<file path="config.mk">
export PLATFORM = sky130hd
export DESIGN_NAME = dac_digital_volume_mute
export DESIGN_NICKNAME = d
export VERILOG_FILES = /design/src/common/dac_path_pkg.sv /design/src/rtl/dac_digital_volume_mute.sv
export SDC_FILE = /design/constraint.sdc
export NUM_CORES = 2
export LEC_CHECK = 0
export ABC_AREA = 1
export ABC_CLOCK_PERIOD_IN_PS = 29200
export BUFFER_PORTS_ARGS = -buffer_cell sky130_fd_sc_hd__buf_2
export CORE_MARGIN = 2
export CORE_UTILIZATION = 38
export CTS_CLUSTER_DIAMETER = 40
export DETAILED_ROUTE_END_ITERATION = 16
export PLACE_DENSITY = 0.5
export SLEW_MARGIN = 30
export SYNTH_ARGS = -nofsm -noshare
export SYNTH_HDL_FRONTEND = slang
export SYNTH_SLANG_ARGS = --single-unit
</file>
<file path="constraint.sdc">
create_clock -name pclk -period 29.2 [get_ports pclk]
set_input_delay 2.92 -clock pclk [delete_from_list [all_inputs] [get_ports pclk]]
set_output_delay 2.92 -clock pclk [all_outputs]
set_load 0.03 [all_outputs]
</file>
<file path="src/common/dac_path_pkg.sv">
`default_nettype none
package dac_path_pkg;

	// ==========================================================
	// Register map: word indices; the byte address is four times the index.
	// ==========================================================
	localparam logic [7:0] idx_left_vol     = 8'h1e;
	localparam logic [7:0] idx_right_vol    = 8'h1f;
	localparam logic [7:0] idx_sidetone     = 8'h20;
	localparam logic [7:0] idx_path_ctrl    = 8'h21;
	localparam logic [7:0] idx_status       = 8'h22;

	localparam logic [15:0] rst_volume      = 16'h00c0;
	localparam logic [15:0] rst_sidetone    = 16'h0000;
	localparam logic [15:0] rst_path_ctrl   = 16'h0000;

	// ==========================================================
	// Field positions
	// ==========================================================
	localparam int vu_bit                   = 8;
	localparam int st_left_gain_lsb         = 8;
	localparam int st_right_gain_lsb        = 4;
	localparam int st_left_src_lsb          = 2;
	localparam int st_right_src_lsb         = 0;
	localparam int mono_bit                 = 12;
	localparam int stopband_bit             = 11;
	localparam int ramp_rate_bit            = 10;
	localparam int unmute_ramp_bit          = 9;
	localparam int mute_bit                 = 3;
	localparam int deemphasis_select_lsb               = 1;
	localparam int osr_bit                  = 0;

	// ==========================================================
	// Gain arithmetic
	// ==========================================================
	localparam logic [7:0] gain_code_mute   = 8'h00;
	localparam logic [7:0] gain_code_unity  = 8'hc0;
	localparam logic [8:0] mute_steps       = 9'h0c0;
	localparam logic [3:0] st_code_unity    = 4'hc;
	localparam int st_step_shift            = 3;
	localparam logic [15:0] q15_unity       = 16'h8000;

	// Ramp periods in samples: fs/2 and fs/32.
	localparam logic [4:0] ramp_fast_period = 5'h01;
	localparam logic [4:0] ramp_slow_period = 5'h1f;

	// De-emphasis one-pole coefficients (Q15) for 32k, 44.1k, 48k.
	localparam logic [15:0] deemphasis_select_coef_32  = 16'h5000;
	localparam logic [15:0] deemphasis_select_coef_441 = 16'h5800;
	localparam logic [15:0] deemphasis_select_coef_48  = 16'h5c00;

	typedef enum logic [1:0] {
		src_none  = 2'b00,
		src_left  = 2'b01,
		src_right = 2'b10,
		src_rsvd  = 2'b11
	} st_src_t;

	typedef enum logic [1:0] {
		mute_open    = 2'b00,
		mute_falling = 2'b01,
		mute_closed  = 2'b10,
		mute_rising  = 2'b11
	} mute_state_t;

endpackage
`default_nettype wire

</file>
<file path="src/rtl/dac_digital_volume_mute.sv">
// Operation
// Writing the update bit in either volume register applies both pending gains together.
// Gain code 00h mutes, 01h is -71.625dB, 0.375dB steps, C0h and up 0dB.
// Sidetone gain fields at 11:8 and 7:4, -36dB plus 3dB steps, 11XX 0dB.
// Sidetone source 00 none, 01 left ADC, 10 right ADC, 11 reserved.
// Mono bit set outputs the mix of both channels; clear keeps stereo.
// Stopband bit selects normal or sloping stopband interpolation response.
// Mute ramp rate bit selects fs/2 fast or fs/32 slow ramp.
// On unmute, jump straight to gains or ramp up, per the unmute ramp bit.
// Soft mute bit set ramps the signal down to mute; clear leaves it unmuted.
// De-emphasis select 00 off, 01 32kHz, 10 44.1kHz, 11 48kHz.
// Oversample bit selects normal or double oversampling rate.
// Scaled sidetone is added to each channel with saturation to sample width.
//
// The APB interface to the registers was decided locally.
`timescale 1ns/10ps
`default_nettype none

module dac_digital_volume_mute (
	input  wire logic        pclk,
	input  wire logic        presetn,
	input  wire logic [9:0]  paddr,
	input  wire logic        psel,
	input  wire logic        penable,
	input  wire logic        pwrite,
	input  wire logic [31:0] pwdata,
	output logic      [31:0] prdata,
	output logic             pready,
	output logic             pslverr,
	input  wire logic        in_valid,
	input  wire logic [15:0] in_left,
	input  wire logic [15:0] in_right,
	input  wire logic [15:0] adc_left,
	input  wire logic [15:0] adc_right,
	output logic             out_valid,
	output logic      [15:0] out_left,
	output logic      [15:0] out_right,
	output logic             osr_double,
	output logic             sloping_stopband
);

	// ==========================================================
	// Arithmetic helpers
	// ==========================================================
	function automatic logic [15:0] atten_q15(input logic [8:0] k);
		logic [15:0] mant;
		mant = 16'h0000;
		case (k[3:0])
			4'h0: mant = dac_path_pkg::q15_unity;
			4'h1: mant = 16'h7a93;
			4'h2: mant = 16'h7560;
			4'h3: mant = 16'h7066;
			4'h4: mant = 16'h6ba2;
			4'h5: mant = 16'h6712;
			4'h6: mant = 16'h62b4;
			4'h7: mant = 16'h5e84;
			4'h8: mant = 16'h5a82;
			4'h9: mant = 16'h56ac;
			4'ha: mant = 16'h52ff;
			4'hb: mant = 16'h4f7b;
			4'hc: mant = 16'h4c1c;
			4'hd: mant = 16'h48e2;
			4'he: mant = 16'h45cb;
			default: mant = 16'h42d5;
		endcase
		if (k[8]) begin
			atten_q15 = 16'h0000;
		end else begin
			atten_q15 = mant >> k[7:4];
		end
	endfunction

	function automatic logic signed [17:0] scale(input logic signed [17:0] x,
		input logic [15:0] g);
		logic signed [34:0] p;
		p = x * $signed({1'b0, g});
		scale = p[32:15];
	endfunction

	function automatic logic [15:0] sat16(input logic signed [17:0] x);
		if (x > 18'sd32767) begin
			sat16 = 16'h7fff;
		end else if (x < -18'sd32768) begin
			sat16 = 16'h8000;
		end else begin
			sat16 = x[15:0];
		end
	endfunction

	// Volume code to attenuation in 0.375dB steps; bit 8 marks hard mute.
	function automatic logic [8:0] vol_steps(input logic [7:0] code);
		if (code == dac_path_pkg::gain_code_mute) begin
			vol_steps = 9'h100;
		end else if (code >= dac_path_pkg::gain_code_unity) begin
			vol_steps = 9'h000;
		end else begin
			vol_steps = {1'b0, dac_path_pkg::gain_code_unity - code};
		end
	endfunction

	// Each 3dB sidetone step is eight 0.375dB steps.
	function automatic logic [8:0] st_steps(input logic [3:0] code);
		logic [3:0] d;
		d = dac_path_pkg::st_code_unity - code;
		if (code >= dac_path_pkg::st_code_unity) begin
			st_steps = 9'h000;
		end else begin
			st_steps = 9'(d) << dac_path_pkg::st_step_shift;
		end
	endfunction

	function automatic logic signed [17:0] st_pick(input logic [1:0] src,
		input logic [15:0] l, input logic [15:0] r);
		case (src)
			dac_path_pkg::src_left:  st_pick = 18'($signed(l));
			dac_path_pkg::src_right: st_pick = 18'($signed(r));
			default:                 st_pick = 18'sd0;
		endcase
	endfunction

	// ==========================================================
	// Register state
	// ==========================================================
	logic [7:0]  pend_left_r;
	logic [7:0]  pend_right_r;
	logic [7:0]  app_left_r;
	logic [7:0]  app_right_r;
	logic [15:0] sidetone_r;
	logic [15:0] path_r;
	logic [8:0]  att_r;
	logic [8:0]  att_nxt;
	logic [4:0]  ramp_cnt_r;
	dac_path_pkg::mute_state_t mute_st_r;
	dac_path_pkg::mute_state_t mute_st_nxt;
	logic signed [17:0] deemphasis_select_left_r;
	logic signed [17:0] deemphasis_select_right_r;
	logic signed [17:0] prev_left_r;
	logic signed [17:0] prev_right_r;

	// ==========================================================
	// APB decode
	// ==========================================================
	wire         acc_done = psel && penable && pready;
	wire         wr_en    = acc_done && pwrite;
	wire [7:0]   word_idx = paddr[9:2];
	wire         hit_lv   = (word_idx == dac_path_pkg::idx_left_vol);
	wire         hit_rv   = (word_idx == dac_path_pkg::idx_right_vol);
	wire         hit_st   = (word_idx == dac_path_pkg::idx_sidetone);
	wire         hit_pc   = (word_idx == dac_path_pkg::idx_path_ctrl);
	wire         hit_sts  = (word_idx == dac_path_pkg::idx_status);
	wire         mapped   = hit_lv || hit_rv || hit_st || hit_pc || hit_sts;
	wire         vu_write = wr_en && (hit_lv || hit_rv) && pwdata[dac_path_pkg::vu_bit];
	wire [7:0]   new_left  = (wr_en && hit_lv) ? pwdata[7:0] : pend_left_r;
	wire [7:0]   new_right = (wr_en && hit_rv) ? pwdata[7:0] : pend_right_r;
	wire [31:0]  rd_mux =
		hit_lv  ? {24'h000000, pend_left_r} :
		hit_rv  ? {24'h000000, pend_right_r} :
		hit_st  ? {16'h0000, sidetone_r} :
		hit_pc  ? {16'h0000, path_r} :
		hit_sts ? {21'h000000, mute_st_r, att_r} : 32'h00000000;

	// ==========================================================
	// Bus slave: one wait state, then pready for a single cycle
	// ==========================================================
	always_ff @(posedge pclk or negedge presetn) begin
		if (!presetn) begin
			pready  <= 1'b0;
			pslverr <= 1'b0;
			prdata  <= 32'h00000000;
		end else begin
			pready  <= psel && penable && !pready;
			pslverr <= psel && penable && !pready && !mapped;
			if (psel && penable && !pready && !pwrite) begin
				prdata <= rd_mux;
			end
		end
	end

	// Each pending gain updates on any write to its own register; applied gains move only on the update bit.
	always_ff @(posedge pclk or negedge presetn) begin
		if (!presetn) begin
			pend_left_r  <= dac_path_pkg::rst_volume[7:0];
			pend_right_r <= dac_path_pkg::rst_volume[7:0];
			app_left_r   <= dac_path_pkg::rst_volume[7:0];
			app_right_r  <= dac_path_pkg::rst_volume[7:0];
			sidetone_r   <= dac_path_pkg::rst_sidetone;
			path_r       <= dac_path_pkg::rst_path_ctrl;
		end else begin
			pend_left_r  <= new_left;
			pend_right_r <= new_right;
			if (vu_write) begin
				app_left_r  <= new_left;
				app_right_r <= new_right;
			end
			if (wr_en && hit_st) begin
				sidetone_r <= {4'h0, pwdata[11:0]};
			end
			if (wr_en && hit_pc) begin
				path_r <= {3'b000, pwdata[12:9], 5'b00000, pwdata[3:0]};
			end
		end
	end

	// ==========================================================
	// Soft mute sequencer
	// ==========================================================
	wire        mute_req   = path_r[dac_path_pkg::mute_bit];
	wire        ramp_up    = path_r[dac_path_pkg::unmute_ramp_bit];
	wire [4:0]  ramp_limit = path_r[dac_path_pkg::ramp_rate_bit] ?
		dac_path_pkg::ramp_slow_period : dac_path_pkg::ramp_fast_period;
	wire        ramp_tick  = in_valid && (ramp_cnt_r == ramp_limit);

	always_comb begin
		mute_st_nxt = mute_st_r;
		att_nxt     = att_r;
		case (mute_st_r)
			dac_path_pkg::mute_open: begin
				if (mute_req) begin
					mute_st_nxt = dac_path_pkg::mute_falling;
				end
			end
			dac_path_pkg::mute_falling: begin
				if (!mute_req) begin
					mute_st_nxt = ramp_up ? dac_path_pkg::mute_rising : dac_path_pkg::mute_open;
					att_nxt     = ramp_up ? att_r : 9'h000;
				end else if (ramp_tick) begin
					att_nxt = att_r + 9'h001;
					if (att_r == dac_path_pkg::mute_steps - 9'h001) begin
						mute_st_nxt = dac_path_pkg::mute_closed;
					end
				end
			end
			dac_path_pkg::mute_closed: begin
				if (!mute_req) begin
					mute_st_nxt = ramp_up ? dac_path_pkg::mute_rising : dac_path_pkg::mute_open;
					att_nxt     = ramp_up ? att_r : 9'h000;
				end
			end
			dac_path_pkg::mute_rising: begin
				if (mute_req) begin
					mute_st_nxt = dac_path_pkg::mute_falling;
				end else if (att_r == 9'h000) begin
					// An unmute before the first ramp tick has nothing to undo; stopping
					// here keeps the step count from wrapping below zero.
					mute_st_nxt = dac_path_pkg::mute_open;
				end else if (ramp_tick) begin
					att_nxt = att_r - 9'h001;
					if (att_r == 9'h001) begin
						mute_st_nxt = dac_path_pkg::mute_open;
					end
				end
			end
			default: begin
				mute_st_nxt = dac_path_pkg::mute_open;
				att_nxt     = 9'h000;
			end
		endcase
	end

	always_ff @(posedge pclk or negedge presetn) begin
		if (!presetn) begin
			mute_st_r  <= dac_path_pkg::mute_open;
			att_r      <= 9'h000;
			ramp_cnt_r <= 5'h00;
		end else begin
			mute_st_r <= mute_st_nxt;
			att_r     <= att_nxt;
			if (ramp_tick) begin
				ramp_cnt_r <= 5'h00;
			end else if (in_valid) begin
				ramp_cnt_r <= ramp_cnt_r + 5'h01;
			end
		end
	end

	// ==========================================================
	// Sample datapath
	// ==========================================================
	wire [8:0]  k_left   = vol_steps(app_left_r) + att_r;
	wire [8:0]  k_right  = vol_steps(app_right_r) + att_r;
	wire        silenced = (mute_st_r == dac_path_pkg::mute_closed);
	wire [15:0] g_left   = silenced ? 16'h0000 : atten_q15(k_left);
	wire [15:0] g_right  = silenced ? 16'h0000 : atten_q15(k_right);
	wire [3:0]  st_gain_l = sidetone_r[dac_path_pkg::st_left_gain_lsb +: 4];
	wire [3:0]  st_gain_r = sidetone_r[dac_path_pkg::st_right_gain_lsb +: 4];
	wire [1:0]  st_src_l  = sidetone_r[dac_path_pkg::st_left_src_lsb +: 2];
	wire [1:0]  st_src_r  = sidetone_r[dac_path_pkg::st_right_src_lsb +: 2];
	wire [15:0] g_st_l   = atten_q15(st_steps(st_gain_l));
	wire [15:0] g_st_r   = atten_q15(st_steps(st_gain_r));

	wire signed [17:0] vol_l = scale(18'($signed(in_left)), g_left);
	wire signed [17:0] vol_r = scale(18'($signed(in_right)), g_right);
	wire signed [17:0] st_l  = scale(st_pick(st_src_l, adc_left, adc_right), g_st_l);
	wire signed [17:0] st_r  = scale(st_pick(st_src_r, adc_left, adc_right), g_st_r);
	wire signed [17:0] mix_l = 18'($signed(sat16(vol_l + st_l)));
	wire signed [17:0] mix_r = 18'($signed(sat16(vol_r + st_r)));

	// Halving the sum keeps the mono mix inside the sample range.
	wire signed [17:0] mono  = (mix_l + mix_r) >>> 1;
	wire        mono_on      = path_r[dac_path_pkg::mono_bit];
	wire signed [17:0] ch_l  = mono_on ? mono : mix_l;
	wire signed [17:0] ch_r  = mono_on ? mono : mix_r;

	// De-emphasis is a one-pole shelf; state tracks the input when disabled.
	wire [1:0]  deemphasis_select_sel = path_r[dac_path_pkg::deemphasis_select_lsb +: 2];
	wire [15:0] de_coef =
		(deemphasis_select_sel == 2'b01) ? dac_path_pkg::deemphasis_select_coef_32 :
		(deemphasis_select_sel == 2'b10) ? dac_path_pkg::deemphasis_select_coef_441 :
		dac_path_pkg::deemphasis_select_coef_48;
	wire signed [17:0] de_l = (deemphasis_select_sel == 2'b00) ? ch_l :
		deemphasis_select_left_r + scale(ch_l - deemphasis_select_left_r, de_coef);
	wire signed [17:0] de_r = (deemphasis_select_sel == 2'b00) ? ch_r :
		deemphasis_select_right_r + scale(ch_r - deemphasis_select_right_r, de_coef);

	// Sloping stopband adds a two-tap average, trading top-octave flatness for rejection.
	wire        sb_on = path_r[dac_path_pkg::stopband_bit];
	wire signed [17:0] fo_l = sb_on ? ((de_l + prev_left_r) >>> 1) : de_l;
	wire signed [17:0] fo_r = sb_on ? ((de_r + prev_right_r) >>> 1) : de_r;

	always_ff @(posedge pclk or negedge presetn) begin
		if (!presetn) begin
			deemphasis_select_left_r  <= 18'sd0;
			deemphasis_select_right_r <= 18'sd0;
			prev_left_r    <= 18'sd0;
			prev_right_r   <= 18'sd0;
			out_valid      <= 1'b0;
			out_left       <= 16'h0000;
			out_right      <= 16'h0000;
			osr_double     <= 1'b0;
			sloping_stopband <= 1'b0;
		end else begin
			out_valid        <= in_valid;
			osr_double       <= path_r[dac_path_pkg::osr_bit];
			sloping_stopband <= sb_on;
			if (in_valid) begin
				deemphasis_select_left_r  <= de_l;
				deemphasis_select_right_r <= de_r;
				prev_left_r    <= de_l;
				prev_right_r   <= de_r;
				out_left       <= sat16(fo_l);
				out_right      <= sat16(fo_r);
			end
		end
	end

endmodule

`default_nettype wire

</file>
# Yosys cells after proc, flatten, opt, wreduce, memory -nomap -nowiden
# Memories as Yosys holds them, arrays and structs flattened.
# Cells that the tools add are included.
dict set report classes {
  add_sub_neg 18
  mul 6
  eq_ne 26
  reduce_logical 29
  magnitude_cmp 12
  mux 59
  shift 4
}
# operator n
set op_table {}
lappend op_table {{two-way mux 16 bit} 14}
lappend op_table {{adder 18 bit} 6}
lappend op_table {{two-way mux 18 bit} 6}
lappend op_table {{two-way mux 9 bit} 9}
lappend op_table {{greater-than comparator 18 x 16 -> 1 bit, second input constant} 4}
lappend op_table {{< comparator 18 x 16 -> 1 bit, second input constant} 4}
lappend op_table {{one-hot mux 18 bit (2 select lines)} 2}
lappend op_table {{multiplier 16 x 17 -> 33 bit} 2}
lappend op_table {{multiplier 18 x 16 -> 33 bit} 2}
lappend op_table {{multiplier 18 x 17 -> 33 bit} 2}
lappend op_table {{>> shifter 16 x 4 -> 16 bit} 4}
lappend op_table {{two-way mux 13 bit} 4}
lappend op_table {{subtractor 18 bit} 2}
lappend op_table {{two-way mux 8 bit} 4}
lappend op_table {{one-hot mux 9 bit (3 select lines)} 1}
lappend op_table {{== test 8 x 6 -> 1 bit, second input constant} 3}
lappend op_table {{two-way mux 11 bit} 2}
lappend op_table {{two-way mux 2 bit} 10}
lappend op_table {{adder 9 bit} 2}
lappend op_table {{adder 16 x 16 -> 17 bit} 1}
lappend op_table {{== test 8 x 5 -> 1 bit, second input constant} 2}
lappend op_table {{greater-or-equal comparator 8 bit, second input constant} 2}
lappend op_table {{logical NOT 8 bit} 2}
lappend op_table {{subtractor 8 bit, first input constant} 2}
lappend op_table {{25 further kinds} 62}
dict set report totals {
  rom_bits 1024
  n_memories 4
  in_bits 112
  register_bits 173
  output_inout_bits 69
  wordCells 177
}
# name depth word_bits rd rd_ports_with_merged_regs wr line_no
set mem_list {}
lappend mem_list {{(name not given)} 16 16 1 0 0 dac_digital_volume_mute.sv:48} ;# case (k[3:0])
lappend mem_list {{(name not given)} 16 16 1 0 0 dac_digital_volume_mute.sv:48}
lappend mem_list {{(name not given)} 16 16 1 0 0 dac_digital_volume_mute.sv:48}
lappend mem_list {{(name not given)} 16 16 1 0 0 dac_digital_volume_mute.sv:48}

# Longest topological paths before layout
# An unclocked memory read counts as a cell.
dict set report logic_depth {
  ltp_word 24
  depth_mapped 151
}

# Worst setup path before layout
# Ideal clock, no wire load.
dict set report synth_timing {
  path_kind {input-to-reg}
  from {input port adc_left[13]}
  to {register out_left[11]}
  path_buffers 3
  setup_slack_ns 7.759
  t_arrival_ns 21.324
  path_stages 123
  cell_sequence {inv_1 -> o22ai_1 -> nand2_1 -> inv_1 -> clkbuf_1 -> nand2_1 -> fa_1 -> inv_1 -> fa_1 -> inv_1 -> fa_1 -> inv_1 -> fa_1 -> inv_1 -> fa_1 -> inv_1 -> fa_1 -> ha_1 -> [87 not listed] -> inv_1 -> ha_1 -> inv_1 -> nor3_1 -> inv_1 -> nor3_1 -> nand4_1 -> nand2_1 -> inv_1 -> nand3_2 -> nand3_4 -> nand2_1 -> nand2_2 -> nand2_4 -> buf_8 -> nand2_1 -> nand2_1 -> nand2_1}
}
dict set report synth_via {
  elab_chain_len 17
  elab_cells_between_ends 26
}
# element line_no
set synth_rtl {}
lappend synth_rtl {{from (decl)} dac_digital_volume_mute.sv:33} ;# input wire logic [15:0] adc_left,
lappend synth_rtl {{one-hot mux 18 bit (2 select lines)} dac_digital_volume_mute.sv:114} ;# case (src)
lappend synth_rtl {{multiplier 18 x 17 -> 33 bit} dac_digital_volume_mute.sv:76} ;# p = x * $signed({1'b0, g});
lappend synth_rtl {{adder 18 bit (on tied branches)} {dac_digital_volume_mute.sv:295, dac_digital_volume_mute.sv:296}}
lappend synth_rtl {{< comparator 18 x 16 -> 1 bit} dac_digital_volume_mute.sv:83} ;# end else if (x < -18'sd32768) begin
lappend synth_rtl {{two-way mux 16 bit} dac_digital_volume_mute.sv:83}
lappend synth_rtl {{two-way mux 16 bit} dac_digital_volume_mute.sv:81} ;# if (x > 18'sd32767) begin
lappend synth_rtl {{adder 16 x 16 -> 17 bit} dac_digital_volume_mute.sv:299} ;# wire signed [17:0] mono = (mix_l + mix_r) >>> 1;
lappend synth_rtl {{two-way mux 18 bit (*)} dac_digital_volume_mute.sv:301} ;# wire signed [17:0] ch_l = mono_on ? mono : mix_l;
lappend synth_rtl {{[2 not listed]} --}
lappend synth_rtl {{adder 18 bit} dac_digital_volume_mute.sv:311} ;# deemphasis_select_left_r + scale(ch_l - deemphasis_select_left_r, de_coef);
lappend synth_rtl {{two-way mux 18 bit (*)} dac_digital_volume_mute.sv:310} ;# wire signed [17:0] de_l = (deemphasis_select_sel == 2'b00) ? ch_l :
lappend synth_rtl {{net de_l[15]} dac_digital_volume_mute.sv:310}
lappend synth_rtl {{adder 18 bit} dac_digital_volume_mute.sv:317} ;# wire signed [17:0] fo_l = sb_on ? ((de_l + prev_left_r) >>> 1) : de_l;
lappend synth_rtl {{two-way mux 18 bit (*)} dac_digital_volume_mute.sv:317}
lappend synth_rtl {{< comparator 18 x 16 -> 1 bit} dac_digital_volume_mute.sv:83}
lappend synth_rtl {{two-way mux 16 bit} dac_digital_volume_mute.sv:83}
lappend synth_rtl {{two-way mux 16 bit (*)} dac_digital_volume_mute.sv:81}
lappend synth_rtl {{to (signal assigned)} dac_digital_volume_mute.sv:340} ;# out_left <= sat16(fo_l);
lappend synth_rtl {{to (decl)} dac_digital_volume_mute.sv:36} ;# output logic [15:0] out_left,
# The timed path passes the listed nets; every way through them passes the cells marked *.
# A chain may end at the register's enable or synchronous reset.

# Worst setup path after layout
dict set report layout_timing {
  from {register app_left_r[0]}
  to {register out_left[0]}
}
dict set report layout_via {
  elab_chain_len 24
  elab_cells_between_ends 28
}
# element line_no
set layout_rtl {}
lappend layout_rtl {{from (decl)} dac_digital_volume_mute.sv:126} ;# logic [7:0] app_left_r;
lappend layout_rtl {{from (signal assigned)} dac_digital_volume_mute.sv:184} ;# app_left_r <= dac_path_pkg::rst_volume[7:0];
lappend layout_rtl {{from (signal assigned)} dac_digital_volume_mute.sv:192} ;# app_left_r <= new_left;
lappend layout_rtl {{subtractor 8 bit or greater-or-equal comparator 8 bit (tied branches)} {dac_digital_volume_mute.sv:97, dac_digital_volume_mute.sv:94}}
lappend layout_rtl {{two-way mux 8 bit} dac_digital_volume_mute.sv:94} ;# end else if (code >= dac_path_pkg::gain_code_unity) begin
lappend layout_rtl {{two-way mux 9 bit (*)} dac_digital_volume_mute.sv:92} ;# if (code == dac_path_pkg::gain_code_mute) begin
lappend layout_rtl {{adder 9 bit (*)} dac_digital_volume_mute.sv:279} ;# wire [8:0] k_left = vol_steps(app_left_r) + att_r;
lappend layout_rtl {{memory read (16 x 16 bit)} --}
lappend layout_rtl {{>> shifter 16 x 4 -> 16 bit} dac_digital_volume_mute.sv:69} ;# atten_q15 = mant >> k[7:4];
lappend layout_rtl {{two-way mux 16 bit (*)} dac_digital_volume_mute.sv:66} ;# if (k[8]) begin
lappend layout_rtl {{two-way mux 16 bit (*)} dac_digital_volume_mute.sv:282} ;# wire [15:0] g_left = silenced ? 16'h0000 : atten_q15(k_left);
lappend layout_rtl {{[9 not listed]} --}
lappend layout_rtl {{adder 18 bit} dac_digital_volume_mute.sv:311}
lappend layout_rtl {{two-way mux 18 bit (*)} dac_digital_volume_mute.sv:310}
lappend layout_rtl {{net de_l[15]} dac_digital_volume_mute.sv:310}
lappend layout_rtl {{adder 18 bit} dac_digital_volume_mute.sv:317}
lappend layout_rtl {{two-way mux 18 bit (*)} dac_digital_volume_mute.sv:317}
lappend layout_rtl {{< comparator 18 x 16 -> 1 bit} dac_digital_volume_mute.sv:83}
lappend layout_rtl {{two-way mux 16 bit} dac_digital_volume_mute.sv:83}
lappend layout_rtl {{two-way mux 16 bit (*)} dac_digital_volume_mute.sv:81}
# Marks and branches as above.

==> flow_summary_export.csv <==
group,metric,value,unit
outcome,status,"finished, final reports clean",
clock_network,path_clk_slew,0.10,ns
finish,nets,9959,
synthesis,synth_edf_count,0,
floorplan,start_util,0.383,
critical_path,critPathMaxStageDelay,0.79,ns
min_path,min_from,"path_r[0]",
timing,tightest_slew,0.993,ns
synthesis,synth_area_leader_cell,"fa_1",
placed_design,routabilityCongestion,0.909,
timing,maxSlewViolCount,0,
synthesis,syn_avg_cell_area,7.52,sq um
timing,rsz0062_at_grt,"false",
finish,fin_area,0.0639,sq mm
finish,final_util,0.404,
timing,fin_setup_tns,0,ns
floorplan,dieArea,0.162,sq mm
synthesis,ys_warn_count,0,
global_route,grt_pass1_wl,283000,um
critical_path,critical_path_class,"flip-flop to flip-flop",
drt,drcViolationCount,0,
synthesis,synthArstFlopShare,1.00,
clock_network,clock_path_buffers,2,
placed_design,place.port_buffers,140,
clock_network,cts_buffers,17,
global_route,grt_pass1_vias,52200,
floorplan,io-pin-count,181,
drt,drtIter0Drc,2970,
timing,report.final.hold_viol_count,0,
critical_path,crit_slowest_cell,"o21ai_0",
finish,area.growth.synth_to_final,5.55,%
synthesis,synth_top_area_share,0.328,
min_path,hold_end,"osr_double",
floorplan,rows,146,
finish,fin_cells,10200,
synthesis,synthCells,8054,
critical_path,cp.arrival,25.75,ns
critical_path,critPathMaxFanout,15,
min_path,holdCritPathClass,"flip-flop to flip-flop",
finish,drive_gt1_frac,0.0417,
drt,dr_total_vias,50200,
critical_path,crit_cells,129,
global_route,grt_usage,0.221,
floorplan,coreArea,0.158,sq mm
drt,wl,175000,um
floorplan,die_y,403,um
placed_design,dp_cells,10100,
synthesis,synth.distinct_cells,68,
timing,timing.fmax,0.0395,GHz
finish,diodes,0,
clock_network,clkSinkCount,154,
critical_path,cpMostUsedCell,"nand2_1",
placed_design,hpwl,150000,um
critical_path,crit_family,"adder cells",
timing,max-slew-margin-rel,0.336,
critical_path,worst-r2r-setup-slack,3.85,ns
drt,ant_nets,0,
critical_path,timing.critical_path.buf_inv,21,
timing,fin_worst_skew,0.0247,ns
timing,finalCritPeriodShare,0.868,
clock_network,htree_levels,4,
critical_path,cp-end-kind,"flip-flop",
global_route,grt-ovfl-total,0,
drt,dr.pass1.iters,6,
synthesis,synth.ff_latch_count,154,
critical_path,r2r_cells,129,
critical_path,worstReg2RegEnd,"out_left[0]",
run,max-cap-violations,0,
drt,viasPerCell,4.95,
critical_path,required,29.60,ns
clock_network,clock_latency,0.52,ns
synthesis,yosysSeqAreaShare,0.0638,
clock_network,cts_tree,"built",
synthesis,syn_area,0.0605,sq mm
synthesis,yosys-top-cells-area,"fa_1 (33%), ha_1 (16%), inv_1 (12%), nand2_1 (10%), dfrtp_1 (6.0%)",
synthesis,synthFlopType,"dfrtp_1",
global_route,grt_max_degree,86,
global_route,antenna_found_initial,2,
clock_network,hold_buffers,0,
clock_network,cts.repair.resized,0,
critical_path,startpoint_type,"flip-flop",
critical_path,r2r-start,"app_left_r[0]",
drt,post_drt_wl_per_cell,17.3,um
clock_network,ctsRootBufferMaster,"clkbuf_16",
timing,finalCriticalPeriod,25.35,ns
min_path,hold_depth,0,
clock_network,cts_setup_buffers,0,
floorplan,die-width,403,um
timing,finalSetupViolations,0,
placed_design,placed_cell_area,0.0632,sq mm
==> synthesized netlist by cell type (5+ instances only) <==
master,count
inv_1,1881
nand2_1,1641
fa_1,993
ha_1,787
nor2_1,783
a21oi_1,327
nand3_1,301
o21ai_0,298
dfrtp_1,146
xor2_1,143
clkbuf_1,130
xnor2_1,81
o22ai_1,49
o21bai_1,42
nor3_1,38
or2_2,34
clkinv_1,32
nand2_2,31
buf_4,26
nand4_1,25
o31ai_1,21
nand3_2,19
buf_1,17
a31oi_1,16
buf_2,15
nor4_1,15
o21ai_1,15
o211ai_1,13
a211oi_1,10
o221ai_1,10
a21o_1,9
o21a_1,9
a221oi_1,8
dfstp_2,8
or2_1,7
buf_6,6
inv_2,6
nand3b_1,6
nor3b_1,5
==> metrics by stage <==
| step | hold WS [ns] | setup WS (ns) |
|---|---|---|
| 2_1_floorplan | 0.374 | 7.76 |
| 3_3_place_gp | 0.418 | 3.82 |
| 3_5_place_dp | 0.417 | 3.81 |
| 4_1_cts | 0.435 | 3.73 |
| 5_1_grt | 0.455 | 1.70 |
| 6_report | 0.434 | 3.85 |
==> per-layer routing <==
metal,vias to the layer above,global-route usage,wire (um)
li1,24400,-,-
met1,24600,0.292,78000
met2,1032,0.393,86800
met3,148,0.0199,7450
met4,0,0.0418,2990
met5,-,0,0
==> worst max path at each step <==
stage / to / slack (ns) / from
after floorplan: out_left[11] / 7.76 / adc_left[13]
after global placement: out_left[0] / 3.82 / adc_left[10]
after detailed placement: out_left[0] / 3.81 / app_left_r[0]
after CTS: out_left[0] / 3.73 / app_left_r[0]
after global routing: out_left[0] / 1.70 / app_left_r[0]
final: out_left[0] / 3.85 / app_left_r[0]
==> area by class of cell <==
type	instances	area, sq um
inverters	1919	7200
clock inverters	15	216
flip-flops and latches	154	3860
well taps	2072	2590
multi-input cells	5804	48600
clock buffers	17	425
fillers	16700	94300
repair buffers	171	946
==> kinds of logic after synthesis <==
kind of cell,synth area share
flip-flops,0.0638
AND/OR/NAND/NOR,0.198
buffers and inverters,0.134
AO/OA/AOI/OAI,0.0786
XOR/XNOR,0.0343
other,0.0000620
adder cells (fa/ha/maj),0.491
==> placed cells by master, fill, tap and decap left out, types with 13 or more instances in the layout <==
| cell | synthesis | layout |
|---|---|---|
| or2_2 | 34 | 34 |
| nor2_1 | 783 | 782 |
| nand2_2 | 31 | 31 |
| clkbuf_16 | 0 | 17 |
| nor3_1 | 38 | 38 |
| buf_2 | 15 | 139 |
| xnor2_1 | 81 | 81 |
| fa_1 | 993 | 993 |
| clkinv_1 | 32 | 32 |
| xor2_1 | 143 | 142 |
| a31oi_1 | 16 | 16 |
| o22ai_1 | 49 | 49 |
| a21oi_1 | 327 | 327 |
| o211ai_1 | 13 | 13 |
| dfrtp_1 | 146 | 145 |
| ha_1 | 787 | 786 |
| nand2_1 | 1641 | 1641 |
| o21ai_0 | 298 | 288 |
| nor4_1 | 15 | 15 |
| nand3_2 | 19 | 20 |
| buf_4 | 26 | 30 |
| o21bai_1 | 42 | 42 |
| nand3_1 | 301 | 300 |
| o31ai_1 | 21 | 21 |
| conb_1 | 1 | 19 |
| inv_1 | 1881 | 1880 |
| o21ai_1 | 15 | 25 |
| nand4_1 | 25 | 25 |
==> sequential cells by signal (all words and copies together) (netlist names), 2 cells and up <==
register      cells
path_r            8
pend_right_r      8
att_r             9
prev_right_r     18
sidetone_r       12
pend_left_r       8
out_right        16
app_right_r       8
prev_left_r      18
app_left_r        8
out_left         16
prdata           13
mute_st_r         2
ramp_cnt_r        5
Power is left out: the tool's default activity adds up to more than one toggle a clock period on the data nets, which glitch-free logic cannot reach.
